## src/rtl/igdp_consts.svh

```systemverilog
// constants of the isolated gate driver protection block
`ifndef IGDP_CONSTS_SVH
`define IGDP_CONSTS_SVH
// ----------------------------------------
// clock and timing
// ----------------------------------------
`define IGDP_CLK_MHZ       200
`define IGDP_INFIL_NS      40
`define IGDP_INFIL_CYC     ((`IGDP_INFIL_NS * `IGDP_CLK_MHZ + 999) / 1000)
`define IGDP_BLANK_NS      200
`define IGDP_BLANK_CYC     ((`IGDP_BLANK_NS * `IGDP_CLK_MHZ + 999) / 1000)
`define IGDP_UVFIL_NS      500
`define IGDP_UVFIL_CYC     ((`IGDP_UVFIL_NS * `IGDP_CLK_MHZ + 999) / 1000)
`define IGDP_CLRFIL_NS     1000
`define IGDP_CLRFIL_CYC    ((`IGDP_CLRFIL_NS * `IGDP_CLK_MHZ + 999) / 1000)
`define IGDP_MUTE_NS       100000
`define IGDP_MUTE_CYC      ((`IGDP_MUTE_NS * `IGDP_CLK_MHZ + 999) / 1000)
// ----------------------------------------
// sensor duty encoder
// ----------------------------------------
`define IGDP_PWM_KHZ       400
`define IGDP_PWM_CYC       (`IGDP_CLK_MHZ * 1000 / `IGDP_PWM_KHZ)
`define IGDP_DUTY_MIN_PCT  10
`define IGDP_DUTY_MAX_PCT  88
`define IGDP_DUTY_MIN_CYC  (`IGDP_PWM_CYC * `IGDP_DUTY_MIN_PCT / 100)
`define IGDP_DUTY_MAX_CYC  (`IGDP_PWM_CYC * `IGDP_DUTY_MAX_PCT / 100)
`define IGDP_AIN_HI_MV     4500
`define IGDP_AIN_LO_MV     600
`define IGDP_MV_PER_CYC    ((`IGDP_AIN_HI_MV - `IGDP_AIN_LO_MV) / (`IGDP_DUTY_MAX_CYC - `IGDP_DUTY_MIN_CYC))
// ----------------------------------------
// register map
// ----------------------------------------
`define IGDP_CTRL_OFS      12'h000
`define IGDP_STATUS_OFS    12'h004
`define IGDP_CTRL_RST      32'h0000_0000
`define IGDP_CTRL_OFF_BIT  0
`define IGDP_ST_UNDERVOLTAGE_LOCKOUT_BIT   0
`define IGDP_ST_FAULT_BIT  1
`define IGDP_ST_EN_BIT     2
`define IGDP_ST_ON_BIT     3
`define IGDP_ST_MUTE_BIT   4
`define IGDP_ST_SOFT_BIT   5
`endif

```

## src/rtl/igdp_pkg.sv

```systemverilog
// types of the isolated gate driver protection block
package igdp_pkg;
  typedef enum logic [1:0] {DRV_SINK, DRV_SOURCE, DRV_SOFT} igdp_drv_t;
  typedef enum logic [1:0] {RESP_OKAY = 2'h0, RESP_SLVERR = 2'h2} igdp_resp_t;
endpackage : igdp_pkg

```

## src/rtl/igdp_top.sv

```systemverilog
// gate driver protection logic with axi4-lite status and control
//
// Added by the designer: the register offsets and the AXI4-Lite register port.
`include "igdp_consts.svh"
// How it works
// - gate output forced low while either supply is in lockout.
// - gate may go high only when both supplies are out of lockout.
// - secondary lockout uses separate assert (12 V) and release (+800 mV) flags.
// - lockout flags are deglitched so brief supply dips are ignored.
// - power-good pin driven low during lockout, released otherwise.
// - duty encoder stopped and its output held low during lockout.
// - overcurrent sense node pulled low whenever the gate output is low.
// - overcurrent sensing enabled only in the driver on state.
// - sense ignored for 200 ns blanking after the gate goes high.
// - fault declared when the 9 V comparator flag is set.
// - fault starts soft turn-off through the reduced 400 mA path.
// - fault pin driven low from detection until a valid clear.
// - clear requests during the mute interval after a fault are ignored.
// - low beyond filter time after mute, then rising edge, clears fault.
// - clear/enable low beyond filter time outside the mute window disables driver, sink path active.
// - clear/enable low (or floating) means disabled; high enables.
// - duty rises linearly from 10% at 4.5 V to 88% at 0.6 V.
// - duty output runs at 400 kHz; 5 V input gives about 10%.
// - miller clamp engaged while off and gate below clamp threshold.
// - both inputs high forces the gate low.
// - pulses under 40 ns on both inputs and clear/enable are rejected.
// - gate stays shut down after a fault until a valid clear.
module igdp_top #(
  parameter int MUTE_CYC = `IGDP_MUTE_CYC
) (
  input  wire logic              aclk,
  input  wire logic              aresetn,
  input  wire logic [11:0]       s_axi_awaddr,
  input  wire logic              s_axi_awvalid,
  output logic                   s_axi_awready,
  input  wire logic [31:0]       s_axi_wdata,
  input  wire logic [3:0]        s_axi_wstrb,
  input  wire logic              s_axi_wvalid,
  output logic                   s_axi_wready,
  output logic [1:0]             s_axi_bresp,
  output logic                   s_axi_bvalid,
  input  wire logic              s_axi_bready,
  input  wire logic [11:0]       s_axi_araddr,
  input  wire logic              s_axi_arvalid,
  output logic                   s_axi_arready,
  output logic [31:0]            s_axi_rdata,
  output logic [1:0]             s_axi_rresp,
  output logic                   s_axi_rvalid,
  input  wire logic              s_axi_rready,
  input  wire logic              in_pos,
  input  wire logic              in_neg,
  input  wire logic              clear_enable_in,
  input  wire logic              vcc_uv_cmp,
  input  wire logic              vdd_below_assert_cmp,
  input  wire logic              vdd_above_release_cmp,
  input  wire logic              overcurrent_cmp,
  input  wire logic              gate_below_clamp_cmp,
  input  wire logic [12:0]       sensor_voltage_in,
  output logic                   gate_source_out,
  output logic                   gate_sink_out,
  output logic                   soft_off_out,
  output logic                   overcurrent_sense_pulldown,
  output logic                   overcurrent_sense_bias,
  output logic                   miller_clamp_node,
  output logic                   fault_report_n_o,
  output logic                   fault_report_n_oe,
  output logic                   power_good_o,
  output logic                   power_good_oe,
  output logic                   sensor_duty_out,
  output igdp_pkg::igdp_drv_t    drive_state
);
  import igdp_pkg::*;

  // ----------------------------------------
  // input deglitch filters
  // ----------------------------------------
  localparam int NF = 6;
  logic [NF-1:0] raw_v;
  logic [NF-1:0] filt_r;
  assign raw_v = {vdd_above_release_cmp, vdd_below_assert_cmp, vcc_uv_cmp,
                  clear_enable_in, in_neg, in_pos};

  // a change passes only after it has stood for the full filter length
  for (genvar i = 0; i < NF; i++) begin : g_filt
    localparam logic [7:0] LEN = (i < 3) ? 8'(`IGDP_INFIL_CYC) : 8'(`IGDP_UVFIL_CYC);
    localparam logic       RSTV = (i == 3) || (i == 4);
    logic [7:0] cnt_r;
    always_ff @(posedge aclk)
    begin
      if (!aresetn)
      begin
        filt_r[i] <= RSTV;
        cnt_r     <= 8'h00;
      end
      else if (raw_v[i] == filt_r[i])
        cnt_r <= 8'h00;
      else if (cnt_r == LEN - 8'h01)
      begin
        filt_r[i] <= raw_v[i];
        cnt_r     <= 8'h00;
      end
      else
        cnt_r <= cnt_r + 8'h01;
    end
  end

  logic pos_f, neg_f, clr_f, vcc_f, vdd_lo_f, vdd_hi_f;
  assign {vdd_hi_f, vdd_lo_f, vcc_f, clr_f, neg_f, pos_f} = filt_r;

  // ----------------------------------------
  // undervoltage lockout
  // ----------------------------------------
  logic vdd_lock_r;
  logic undervoltage_lockout;
  // hysteresis: enter on assert flag, leave only on release flag
  always_ff @(posedge aclk)
  begin
    if (!aresetn)
      vdd_lock_r <= 1'b1;
    else if (vdd_lo_f)
      vdd_lock_r <= 1'b1;
    else if (vdd_hi_f)
      vdd_lock_r <= 1'b0;
  end
  assign undervoltage_lockout = vcc_f | vdd_lock_r;

  // ----------------------------------------
  // clear / enable handling
  // ----------------------------------------
  logic        enabled_r;
  logic        fault_r;
  logic        clr_d_r;
  logic        armed_r;
  logic [15:0] low_cnt_r;
  logic [15:0] mute_cnt_r;
  logic        muting;
  logic        low_done;
  logic        clr_rise;
  logic        fault_set;
  assign muting   = fault_r && (mute_cnt_r != 16'(MUTE_CYC));
  assign low_done = (low_cnt_r == 16'(`IGDP_CLRFIL_CYC));
  assign clr_rise = clr_f && !clr_d_r;

  // low time counted only outside the mute window
  always_ff @(posedge aclk)
  begin
    if (!aresetn)
      low_cnt_r <= 16'h0000;
    else if (clr_f || muting)
      low_cnt_r <= 16'h0000;
    else if (!low_done)
      low_cnt_r <= low_cnt_r + 16'h0001;
  end

  // enable follows the filtered level, disable after long low
  always_ff @(posedge aclk)
  begin
    if (!aresetn)
    begin
      enabled_r <= 1'b0;
      clr_d_r   <= 1'b0;
    end
    else
    begin
      clr_d_r <= clr_f;
      if (low_done)
        enabled_r <= 1'b0;
      else if (clr_f)
        enabled_r <= 1'b1;
    end
  end

  // arm the clear once low stood long enough after the mute
  always_ff @(posedge aclk)
  begin
    if (!aresetn || !fault_r)
      armed_r <= 1'b0;
    else if (low_done)
      armed_r <= 1'b1;
  end

  // ----------------------------------------
  // driver state and overcurrent protection
  // ----------------------------------------
  logic       force_off_r;
  logic       want_on;
  logic       drv_on;
  logic [7:0] blank_cnt_r;
  logic       blank_done;
  assign want_on    = pos_f && !neg_f;
  assign drv_on     = want_on && enabled_r && !fault_r && !undervoltage_lockout && !force_off_r;
  assign blank_done = (blank_cnt_r == 8'(`IGDP_BLANK_CYC));
  assign fault_set  = overcurrent_sense_bias && overcurrent_cmp;

  // blanking counts from the gate rising
  always_ff @(posedge aclk)
  begin
    if (!aresetn || !gate_source_out)
      blank_cnt_r <= 8'h00;
    else if (!blank_done)
      blank_cnt_r <= blank_cnt_r + 8'h01;
  end

  // latched fault with mute timer; detection wins over a clear
  always_ff @(posedge aclk)
  begin
    if (!aresetn)
    begin
      fault_r    <= 1'b0;
      mute_cnt_r <= 16'h0000;
    end
    else if (fault_set)
    begin
      fault_r    <= 1'b1;
      mute_cnt_r <= 16'h0000;
    end
    else if (fault_r && armed_r && clr_rise)
      fault_r <= 1'b0;
    else if (muting)
      mute_cnt_r <= mute_cnt_r + 16'h0001;
  end

  // output stage selection
  always_ff @(posedge aclk)
  begin
    if (!aresetn)
      drive_state <= DRV_SINK;
    else if (drv_on)
      drive_state <= DRV_SOURCE;
    else if (fault_r && enabled_r)
      drive_state <= DRV_SOFT;
    else
      drive_state <= DRV_SINK;
  end

  // decode of the stage and sense controls
  always_ff @(posedge aclk)
  begin
    if (!aresetn)
    begin
      gate_source_out <= 1'b0;
      gate_sink_out   <= 1'b1;
      soft_off_out    <= 1'b0;
    end
    else
    begin
      gate_source_out <= drv_on;
      gate_sink_out   <= !drv_on && !(fault_r && enabled_r);
      soft_off_out    <= !drv_on && fault_r && enabled_r;
    end
  end
  assign overcurrent_sense_pulldown = !gate_source_out;
  assign overcurrent_sense_bias     = gate_source_out && blank_done;

  // miller clamp, fault and power-good pins
  always_ff @(posedge aclk)
  begin
    if (!aresetn)
    begin
      miller_clamp_node <= 1'b0;
      power_good_oe     <= 1'b1;
    end
    else
    begin
      miller_clamp_node <= !drv_on && gate_below_clamp_cmp;
      power_good_oe     <= undervoltage_lockout;
    end
  end
  assign fault_report_n_oe = fault_r;
  assign fault_report_n_o  = 1'b0;
  assign power_good_o      = 1'b0;

  // ----------------------------------------
  // sensor voltage to duty cycle
  // ----------------------------------------
  logic [8:0] pwm_cnt_r;
  logic [8:0] duty_r;
  logic [8:0] duty_nxt;
  always_comb
  begin
    if (sensor_voltage_in >= 13'(`IGDP_AIN_HI_MV))
      duty_nxt = 9'(`IGDP_DUTY_MIN_CYC);
    else if (sensor_voltage_in <= 13'(`IGDP_AIN_LO_MV))
      duty_nxt = 9'(`IGDP_DUTY_MAX_CYC);
    else
      duty_nxt = 9'(`IGDP_DUTY_MIN_CYC) + 9'((13'(`IGDP_AIN_HI_MV) - sensor_voltage_in)
                 / 13'(`IGDP_MV_PER_CYC));
  end

  // duty sampled at each period start so a period is never torn
  always_ff @(posedge aclk)
  begin
    if (!aresetn || undervoltage_lockout)
    begin
      pwm_cnt_r       <= 9'h000;
      duty_r          <= 9'(`IGDP_DUTY_MIN_CYC);
      sensor_duty_out <= 1'b0;
    end
    else
    begin
      pwm_cnt_r       <= (pwm_cnt_r == 9'(`IGDP_PWM_CYC - 1)) ? 9'h000 : pwm_cnt_r + 9'h001;
      if (pwm_cnt_r == 9'(`IGDP_PWM_CYC - 1))
        duty_r <= duty_nxt;
      sensor_duty_out <= (pwm_cnt_r < duty_r);
    end
  end

  // ----------------------------------------
  // axi4-lite slave
  // ----------------------------------------
  logic        aw_got_r;
  logic        w_got_r;
  logic [11:0] awaddr_r;
  logic [31:0] wdata_r;
  logic        wstrb0_r;
  logic [31:0] status;
  assign s_axi_awready = !aw_got_r && !s_axi_bvalid;
  assign s_axi_wready  = !w_got_r && !s_axi_bvalid;
  assign s_axi_arready = !s_axi_rvalid;
  assign status = {26'h000_0000, soft_off_out, muting, gate_source_out, enabled_r, fault_r, undervoltage_lockout};

  // write channel capture and response
  always_ff @(posedge aclk)
  begin
    if (!aresetn)
    begin
      aw_got_r     <= 1'b0;
      w_got_r      <= 1'b0;
      awaddr_r     <= 12'h000;
      wdata_r      <= 32'h0000_0000;
      wstrb0_r     <= 1'b0;
      s_axi_bvalid <= 1'b0;
      s_axi_bresp  <= RESP_OKAY;
      force_off_r  <= 1'(`IGDP_CTRL_RST);
    end
    else
    begin
      if (s_axi_awvalid && s_axi_awready)
      begin
        aw_got_r <= 1'b1;
        awaddr_r <= s_axi_awaddr;
      end
      if (s_axi_wvalid && s_axi_wready)
      begin
        w_got_r  <= 1'b1;
        wdata_r  <= s_axi_wdata;
        wstrb0_r <= s_axi_wstrb[0];
      end
      if (aw_got_r && w_got_r)
      begin
        aw_got_r     <= 1'b0;
        w_got_r      <= 1'b0;
        s_axi_bvalid <= 1'b1;
        s_axi_bresp  <= RESP_OKAY;
        if (awaddr_r[11:2] == 10'(`IGDP_CTRL_OFS >> 2))
        begin
          if (wstrb0_r)
            force_off_r <= wdata_r[`IGDP_CTRL_OFF_BIT];
        end
        else if (awaddr_r[11:2] != 10'(`IGDP_STATUS_OFS >> 2))
          s_axi_bresp <= RESP_SLVERR;
      end
      else if (s_axi_bready)
        s_axi_bvalid <= 1'b0;
    end
  end

  // read channel
  always_ff @(posedge aclk)
  begin
    if (!aresetn)
    begin
      s_axi_rvalid <= 1'b0;
      s_axi_rdata  <= 32'h0000_0000;
      s_axi_rresp  <= RESP_OKAY;
    end
    else if (s_axi_arvalid && s_axi_arready)
    begin
      s_axi_rvalid <= 1'b1;
      s_axi_rresp  <= RESP_OKAY;
      s_axi_rdata  <= 32'h0000_0000;
      if (s_axi_araddr[11:2] == 10'(`IGDP_CTRL_OFS >> 2))
        s_axi_rdata <= {31'h0000_0000, force_off_r};
      else if (s_axi_araddr[11:2] == 10'(`IGDP_STATUS_OFS >> 2))
        s_axi_rdata <= status;
      else
        s_axi_rresp <= RESP_SLVERR;
    end
    else if (s_axi_rready)
      s_axi_rvalid <= 1'b0;
  end
endmodule : igdp_top

```

## config.mk

```make
export PLATFORM = sky130hd
export DESIGN_NAME = igdp_top
export DESIGN_NICKNAME = d
export VERILOG_FILES = /design/src/rtl/igdp_pkg.sv /design/src/rtl/igdp_top.sv
export VERILOG_INCLUDE_DIRS = /design/src /design/src/rtl
export SDC_FILE = /design/constraint.sdc
export NUM_CORES = 1
export LEC_CHECK = 0
export BUFFER_PORTS_ARGS = -buffer_cell sky130_fd_sc_hd__clkbuf_2
export CORE_MARGIN = 4
export CORE_UTILIZATION = 40
export CTS_CLUSTER_SIZE = 20
export DETAILED_ROUTE_END_ITERATION = 16
export GPL_TIMING_DRIVEN = 1
export PLACE_DENSITY = 0.56
export SYNTH_ARGS = -nofsm -noshare
export SYNTH_HDL_FRONTEND = slang
export SYNTH_SLANG_ARGS = --single-unit
```

## constraint.sdc

```tcl
create_clock -name aclk -period 5.56 [get_ports aclk]
set_clock_uncertainty 0.05 [all_clocks]
set_input_delay 0 -clock aclk [delete_from_list [all_inputs] [get_ports aclk]]
set_output_delay 0 -clock aclk [all_outputs]
set_load 0.02 [all_outputs]
```

==> results of run 1 <==
routing by layer:
layer / wire [um] / part of all wire (%) / vias to the layer above / GRT usage [%]
met5: 0 / 0 / - / 0
met4: 268 / 1.5 / 0 / 5.54
met3: 728 / 4.1 / 16 / 2.79
met2: 7790 / 44 / 129 / 25.5
met1: 8850 / 50 / 3106 / 21.4
li1: - / - / 3561 / -
final cells by class:
type,instances,area (um2),share of cell area (%)
clock buffer,18,439,4.66
multi-input combinational,767,4700,49.9
clock inverter,14,158,1.67
sequential,149,2980,31.6
inverter,34,128,1.35
tap,265,332,3.52
timing repair buffer,106,688,7.30
synthesized netlist by cell type (3+ instances only):
library cell | count | area, um2
nor3_1 | 17 | 85.1
nor4_1 | 10 | 62.6
inv_1 | 34 | 128
and2_1 | 10 | 62.6
mux2i_1 | 12 | 120
nor3b_1 | 5 | 37.5
or3_1 | 9 | 56.3
nand2_1 | 84 | 315
o211a_1 | 5 | 50.1
a221o_1 | 3 | 30.0
nor2_1 | 154 | 578
o211ai_1 | 9 | 67.6
o22ai_1 | 3 | 18.8
a21oi_1 | 46 | 230
o21ai_0 | 25 | 125
a22o_1 | 3 | 26.3
nand4_1 | 15 | 93.8
a211oi_1 | 10 | 75.1
nand3_1 | 60 | 300
o21ai_1 | 4 | 20.0
xnor2_1 | 34 | 298
mux2_2 | 3 | 33.8
nand2b_1 | 10 | 62.6
buf_2 | 6 | 30.0
or2_2 | 6 | 37.5
a221oi_1 | 4 | 35.0
nand3b_1 | 4 | 30.0
nor2b_1 | 7 | 43.8
dfxtp_1 | 149 | 2980
buf_4 | 31 | 233
xor2_1 | 61 | 534
and3_1 | 21 | 131
a21o_1 | 8 | 60.1
ha_1 | 25 | 313
a211o_1 | 5 | 43.8
a22oi_1 | 9 | 67.6
clkbuf_1 | 21 | 78.8
nor4b_1 | 4 | 35.0
cell families after synthesis:
kind of cell | count (synthesis)
adder cells (fa/ha/maj) | 25
flip-flops | 149
buffers and inverters | 95
AND/OR/NAND/NOR | 433
other | 1
multiplexers | 15
XOR/XNOR | 96
AO/OA/AOI/OAI | 168
final timing paths:
check | to | depth (start not counted) | start
min | s_axi_rresp[1] | 3 | s_axi_arvalid
min reg2reg | g_filt[2].cnt_r[0] | 1 | g_filt[2].cnt_r[0]
max | duty_r[7] | 22 | sensor_voltage_in[0]
max reg2reg | s_axi_rdata[0] | 9 | s_axi_rvalid
power groups by stage:
stage          logic, mW  clock network, mW  registers, mW
6_report           0.549               1.15           1.09
5_1_grt            0.616               1.22           1.10
4_1_cts            0.547               1.18           1.09
3_5_place_dp       0.528                  0           1.12
3_3_place_gp       0.525                  0           1.12
2_1_floorplan      0.440                  0           1.12
what timing repair did:
action | 4_1_cts | 5_1_grt
endpoints found under the hold margin | 32 | 0
hold buffers | 30 | 0
buffers inserted | 0 | 0
metrics by stage:
| stage | total power, mW | hold slack (ns) | instances |
|---|---|---|---|
| after floorplan | 1.56 | 0.0501 | 1011 |
| after global placement | 1.64 | 0.145 | 1291 |
| after detailed placement | 1.65 | 0.146 | 1291 |
| after CTS | 2.82 | 0.0297 | 1353 |
| after global routing | 2.93 | 0.0658 | 1353 |
| final | 2.79 | 0.0371 | 1353 |
critical path, stage by stage:
cell	delay, ns
clkbuf_2	0.11
inv_1	0.10
ha_1	0.19
nand2b_1	0.28
a21oi_1	0.20
o21ai_0	0.37
a22oi_1	0.21
nor3_1	0.39
o22a_1	0.48
o211ai_1	0.17
and3_1	0.26
nor2_1	0.56
and3_1	0.26
or4_4	0.11
o21ai_2	0.08
o41ai_2	0.46
ha_1	0.26
inv_1	0.05
o21ai_1	0.20
o21ba_2	0.17
nor3_1	0.04
nand3b_1	0.15
state kept, by name, indices dropped and copies added, names as in the netlist, 2 cells and up:
signal        cells
g_filt.cnt_r     48
low_cnt_r        16
mute_cnt_r       16
awaddr_r         10
duty_r            9
pwm_cnt_r         9
blank_cnt_r       8
s_axi_rdata       6
drive_state       2
==> results.yml, run 1 <==
outcome:
  status: "finished, final reports clean"
global_route:
  overflow: 0
  grt_use_total_pct: 15.9
  antenna_found_initial: 0
  grt_pass1_vias: 6418
  grt_max_degree: 33
  grt_pass1_wl_um: 29700
floorplanning:
  die_w_um: 150
  core_area_um2: 19700
  row_count: 51
  start_util_pct: 41.1
  dieArea_um2: 22500
  die_h_um: 150
  ioPinCount: 142
routing:
  via_per_inst: 5.03
  drcViolationCount: 0
  drtIter0Drc: 422
  num_vias: 6812
  firstDrtPassIters: 5
  wl_um: 17600
  antenna_left: 0
  wl_per_cell_um: 13.0
power:
  swShare_pct: 30.1
  power_frac_comb_pct: 19.7
  p_clk_share_pct: 41.2
  ir_drop_mv: 0.233
  powerDensity_nw_per_um2: 296
  p_sw_uw: 840
  power.share.sequential_pct: 39.2
  p_int_mw: 1.95
  leakagePower_nw: 3.76
sta:
  final.setup.tns_ns: 0
  fmax_ghz: 0.206
  rsz0062_at_grt: "no"
  timing.final.crit_share_pct: 87.5
  timing.final.ws_setup_ns: 0.695
  finalHoldViolations: 0
  slew_headroom_pct: 30.5
  tightest_slew_ns: 1.04
  fin_crit_ns: 4.87
  final-setup-viol-count: 0
  report.final.slew_viol_count: 0
cells_and_area:
  fillers: 1967
  n_antenna_cell: 0
  drive_gt1_share_pct: 12.7
  layout_commonest_cell: "nor2_1"
  layout.nets: 1188
  final_core_util_pct: 48.0
  design_area_um2: 9430
  final_cell_mix: "nor2_1 (154), dfxtp_1 (149), nand2_1 (84)"
  areaGrowthSynthToFinish_pct: 16.8
synthesis:
  netlist_area_um2: 8070
  synth_edf_count: 0
  synthFlopType: "dfxtp_1"
  synth_cell_type_count: 82
  yosys_warnings: 0
  synthXorXnorAreaFrac_pct: 10.5
  synth_compound_area_share_pct: 14.7
  syn_avg_cell_area_um2: 8.22
  synth-adder-area-share_pct: 3.87
  synthSimpleGateAreaFrac_pct: 25.9
  async_flop_share_pct: 0
  seq_area_frac_synth_pct: 36.9
  synthMuxAreaShare_pct: 1.91
  synth_top_family_by_area: "simple AND/OR/NAND/NOR gates"
  ys_ff_latch: 149
  syn_inst: 982
worst_setup_path:
  required_ns: 5.82
  cp-end-kind: "register"
  reg2reg_slack_ns: 2.70
  critPathKind: "primary input to register"
  worst-path-max-fanout: 12
  worstPathArrival_ns: 5.12
  worstSetupStartpointType: "primary input"
clock_tree:
  clk_pin_slew_ns: 0.06
  cts.sinks: 149
  clk_path_buf_depth: 2
  root_buffer: "clkbuf_16"
  cts.htree.levels: 4
  cts_tree: "done"
  cts_made_buffers: 17
  clk-insertion-delay-late_ns: 0.42
  cts_resized: 0
place:
  placed_cell_area_um2: 8530
  place.gp.congestion: 0.839
  port_buffers: 73
  dpl_worst_slack_ns: 0.295
  hpwl_um: 12700
hold_path:
  hold_path.class: "primary input to register"
flow_run:
  drv_cap: 0
No activity file was read; power rests on OpenSTA's default activity.
==> inputs of run 2 (changes only) <==
ABC_AREA = 1   (was unset)
CORE_UTILIZATION = 45   (was 40)
PLACE_DENSITY = 0.62   (was 0.56)
==> run 2 against run 1 <==
Design area increased by 0.11%. Critical path depth is 27 higher. Sequential share of layout area barely moved. Die area decreased by 11%. Final cell count is 11% higher. Power increased by 12%. Worst setup slack better by 0.43 ns. Largest power group unchanged. Highest routed layer unchanged.
==> results.yml, run 2 <==
clock_tree:
  cts_resized: 0
  cts_made_buffers: 17
  clk_path_buf_depth: 2
  cts.sinks: 149
  post-cts-setup-buffers: 0
  cts.htree.levels: 4
  clk_pin_slew_ns: 0.06
  cts_tree: "done"
  root_buffer: "clkbuf_16"
  clk-insertion-delay-late_ns: 0.41
sta:
  timing.final.crit_share_pct: 79.7
  finalHoldViolations: 0
  rsz0062_at_grt: "no"
  tightest_slew_ns: 0.885
  final.setup.tns_ns: 0
  slew_headroom_pct: 40.4
  timing.final.ws_setup_ns: 1.13
  fmax_ghz: 0.226
  report.final.slew_viol_count: 0
  final-setup-viol-count: 0
  fin_crit_ns: 4.43
synthesis:
  synth_area_leader_cell: "dfxtp_1"
  syn_inst: 1143
  synth_top_area_share_pct: 37.2
  yosys-top-cells-count: "nand2_1 (200), inv_1 (167), dfxtp_1 (149), nor2_1 (141), nand3_1 (74)"
  yosys_warnings: 0
  async_flop_share_pct: 0
  synthFlopType: "dfxtp_1"
  yosysMostFrequentCell: "nand2_1"
  seq_area_frac_synth_pct: 37.2
  synth_cell_type_count: 40
  synthTopCellsByArea: "dfxtp_1 (37%), nand2_1 (9.4%), inv_1 (7.8%)"
  ys_ff_latch: 149
  syn_avg_cell_area_um2: 7.01
  netlist_area_um2: 8010
  synth_edf_count: 0
cells_and_area:
  final_cell_mix: "nand2_1 (200), inv_1 (167), dfxtp_1 (149)"
  layout.nets: 1371
  areaGrowthSynthToFinish_pct: 17.8
  design_area_um2: 9440
  fillers: 1667
  seq_area_um2: 2980
  top_register: "g_filt.cnt_r"
  n_antenna_cell: 0
  drive_gt1_share_pct: 14.2
  largest_reg_flops: 48
  top_regs: "g_filt.cnt_r (48), low_cnt_r (16), mute_cnt_r (16)"
  layout_commonest_cell: "nand2_1"
  multi_input_comb_area_um2: 4180
  final_core_util_pct: 54.4
routing:
  via_per_inst: 4.72
  num_vias: 7061
  drcViolationCount: 0
  wl_um: 16300
  antenna_left: 0
  wl_per_cell_um: 10.9
  firstDrtPassIters: 4
  drtIter0Drc: 274
flow_run:
  drv_cap: 0
power:
  power_frac_comb_pct: 29.0
  p_clk_share_pct: 36.0
  p_sw_mw: 1.03
  p_int_mw: 2.11
  swShare_pct: 32.8
  leakagePower_nw: 4.12
  powerDensity_nw_per_um2: 333
  ir_drop_mv: 0.249
  power.share.sequential_pct: 35.0
floorplanning:
  row_count: 48
  die_w_um: 141
  ioPinCount: 142
  core_area_um2: 17400
  start_util_pct: 46.2
  die_h_um: 141
  dieArea_um2: 20000
worst_setup_path:
  required_ns: 5.79
  cpMaxStageDelayCell: "ha_1"
  critPathMaxStageDelay_ns: 0.22
  crit_start: "sensor_voltage_in[0]"
  worst-path-max-fanout: 7
  worstSetupStartpointType: "primary input"
  critPathKind: "primary input to register"
  r2r_start: "mute_cnt_r[0]"
  cp-end-kind: "register"
  worstPathArrival_ns: 4.67
global_route:
  grt_pass1_vias: 6576
  grt_max_degree: 31
  overflow: 0
  grt_use_total_pct: 16.6
  grt_pass1_wl_um: 28300
  antenna_found_initial: 0
place:
  hpwl_um: 12200
  place.gp.congestion: 0.833
  port_buffers: 73
  placed_cell_area_um2: 8500
  dpl_worst_slack_ns: 0.721
hold_path:
  worstHoldStart: "s_axi_araddr[5]"
  hold_path.class: "primary input to register"
outcome:
  status: "finished, final reports clean"
-- run 2: cell count changes in the layout (fill, tap and decap cells not counted), sizes merged, moves of 18 or more --
cell	previous run	this run
xor2	61	14
nand2	84	239
and3	21	3
nor3	17	47
inv	43	183
a21oi	46	66
nand3	60	88
xnor2	35	7
-- run 2: per-stage QoR --
stage	hold slack, ns	total power, mW	std cells
global route	0.0859	3.35	1496
global placement	0.162	2.01	1429
floorplan	0.0718	1.89	1172
detailed placement	0.171	2.02	1429
finish	0.0552	3.14	1496
CTS	0.0152	3.18	1496
-- run 2: cells by family after synthesis --
family / synth area share [%]
fa+ha+maj: 3.90
buf+inv: 11.9
other cells: 0.0468
simple gates: 35.1
flops: 37.2
xor+xnor: 2.39
compound gates: 9.37
-- run 2: routing by layer --
layer | routed length, um | vias to the layer above | GRT usage, %
li1 | - | 3871 | -
met1 | 8190 | 3086 | 21.8
met2 | 7480 | 92 | 28.1
met3 | 533 | 12 | 3.57
met4 | 150 | 0 | 4.24
met5 | 0 | - | 0
-- run 2: power groups by stage --
stage,combinational [mW],clock (mW),sequential (mW)
3_3_place_gp,0.888,0,1.12
3_5_place_dp,0.893,0,1.12
4_1_cts,0.917,1.16,1.10
6_report,0.909,1.13,1.10
2_1_floorplan,0.763,0,1.12
5_1_grt,1.04,1.21,1.10
-- run 2: critical path: cells and delay by family --
kind / cells / cell delay [ns]
simple gates: 37 / 3.38
buf+inv: 8 / 0.57
fa+ha+maj: 2 / 0.41
compound gates: 2 / 0.29
-- run 2: final cells by class --
cell class / count / area share [%]
clock buffers: 25 / 5.25
clock inverters: 7 / 1.01
inverters: 183 / 7.28
multi-input cells: 799 / 44.3
flip-flops and latches: 149 / 31.6
well taps: 225 / 2.98
repair buffers: 108 / 7.58
-- run 2: final timing paths --
check | to | slack (ns) | cells after the start
worst max register to register | mute_cnt_r[15] | 2.54 | 18
worst max-delay path | duty_r[7] | 1.13 | 49
worst min register to register | g_filt[4].cnt_r[0] | 0.40 | 1
worst min-delay path | s_axi_rresp[1] | 0.06 | 5
-- run 2: repair_timing --
action | in CTS | in global routing
endpoints found under the setup margin | 0 | 0
endpoints found under the hold margin | 32 | 0
hold buffers | 35 | 0
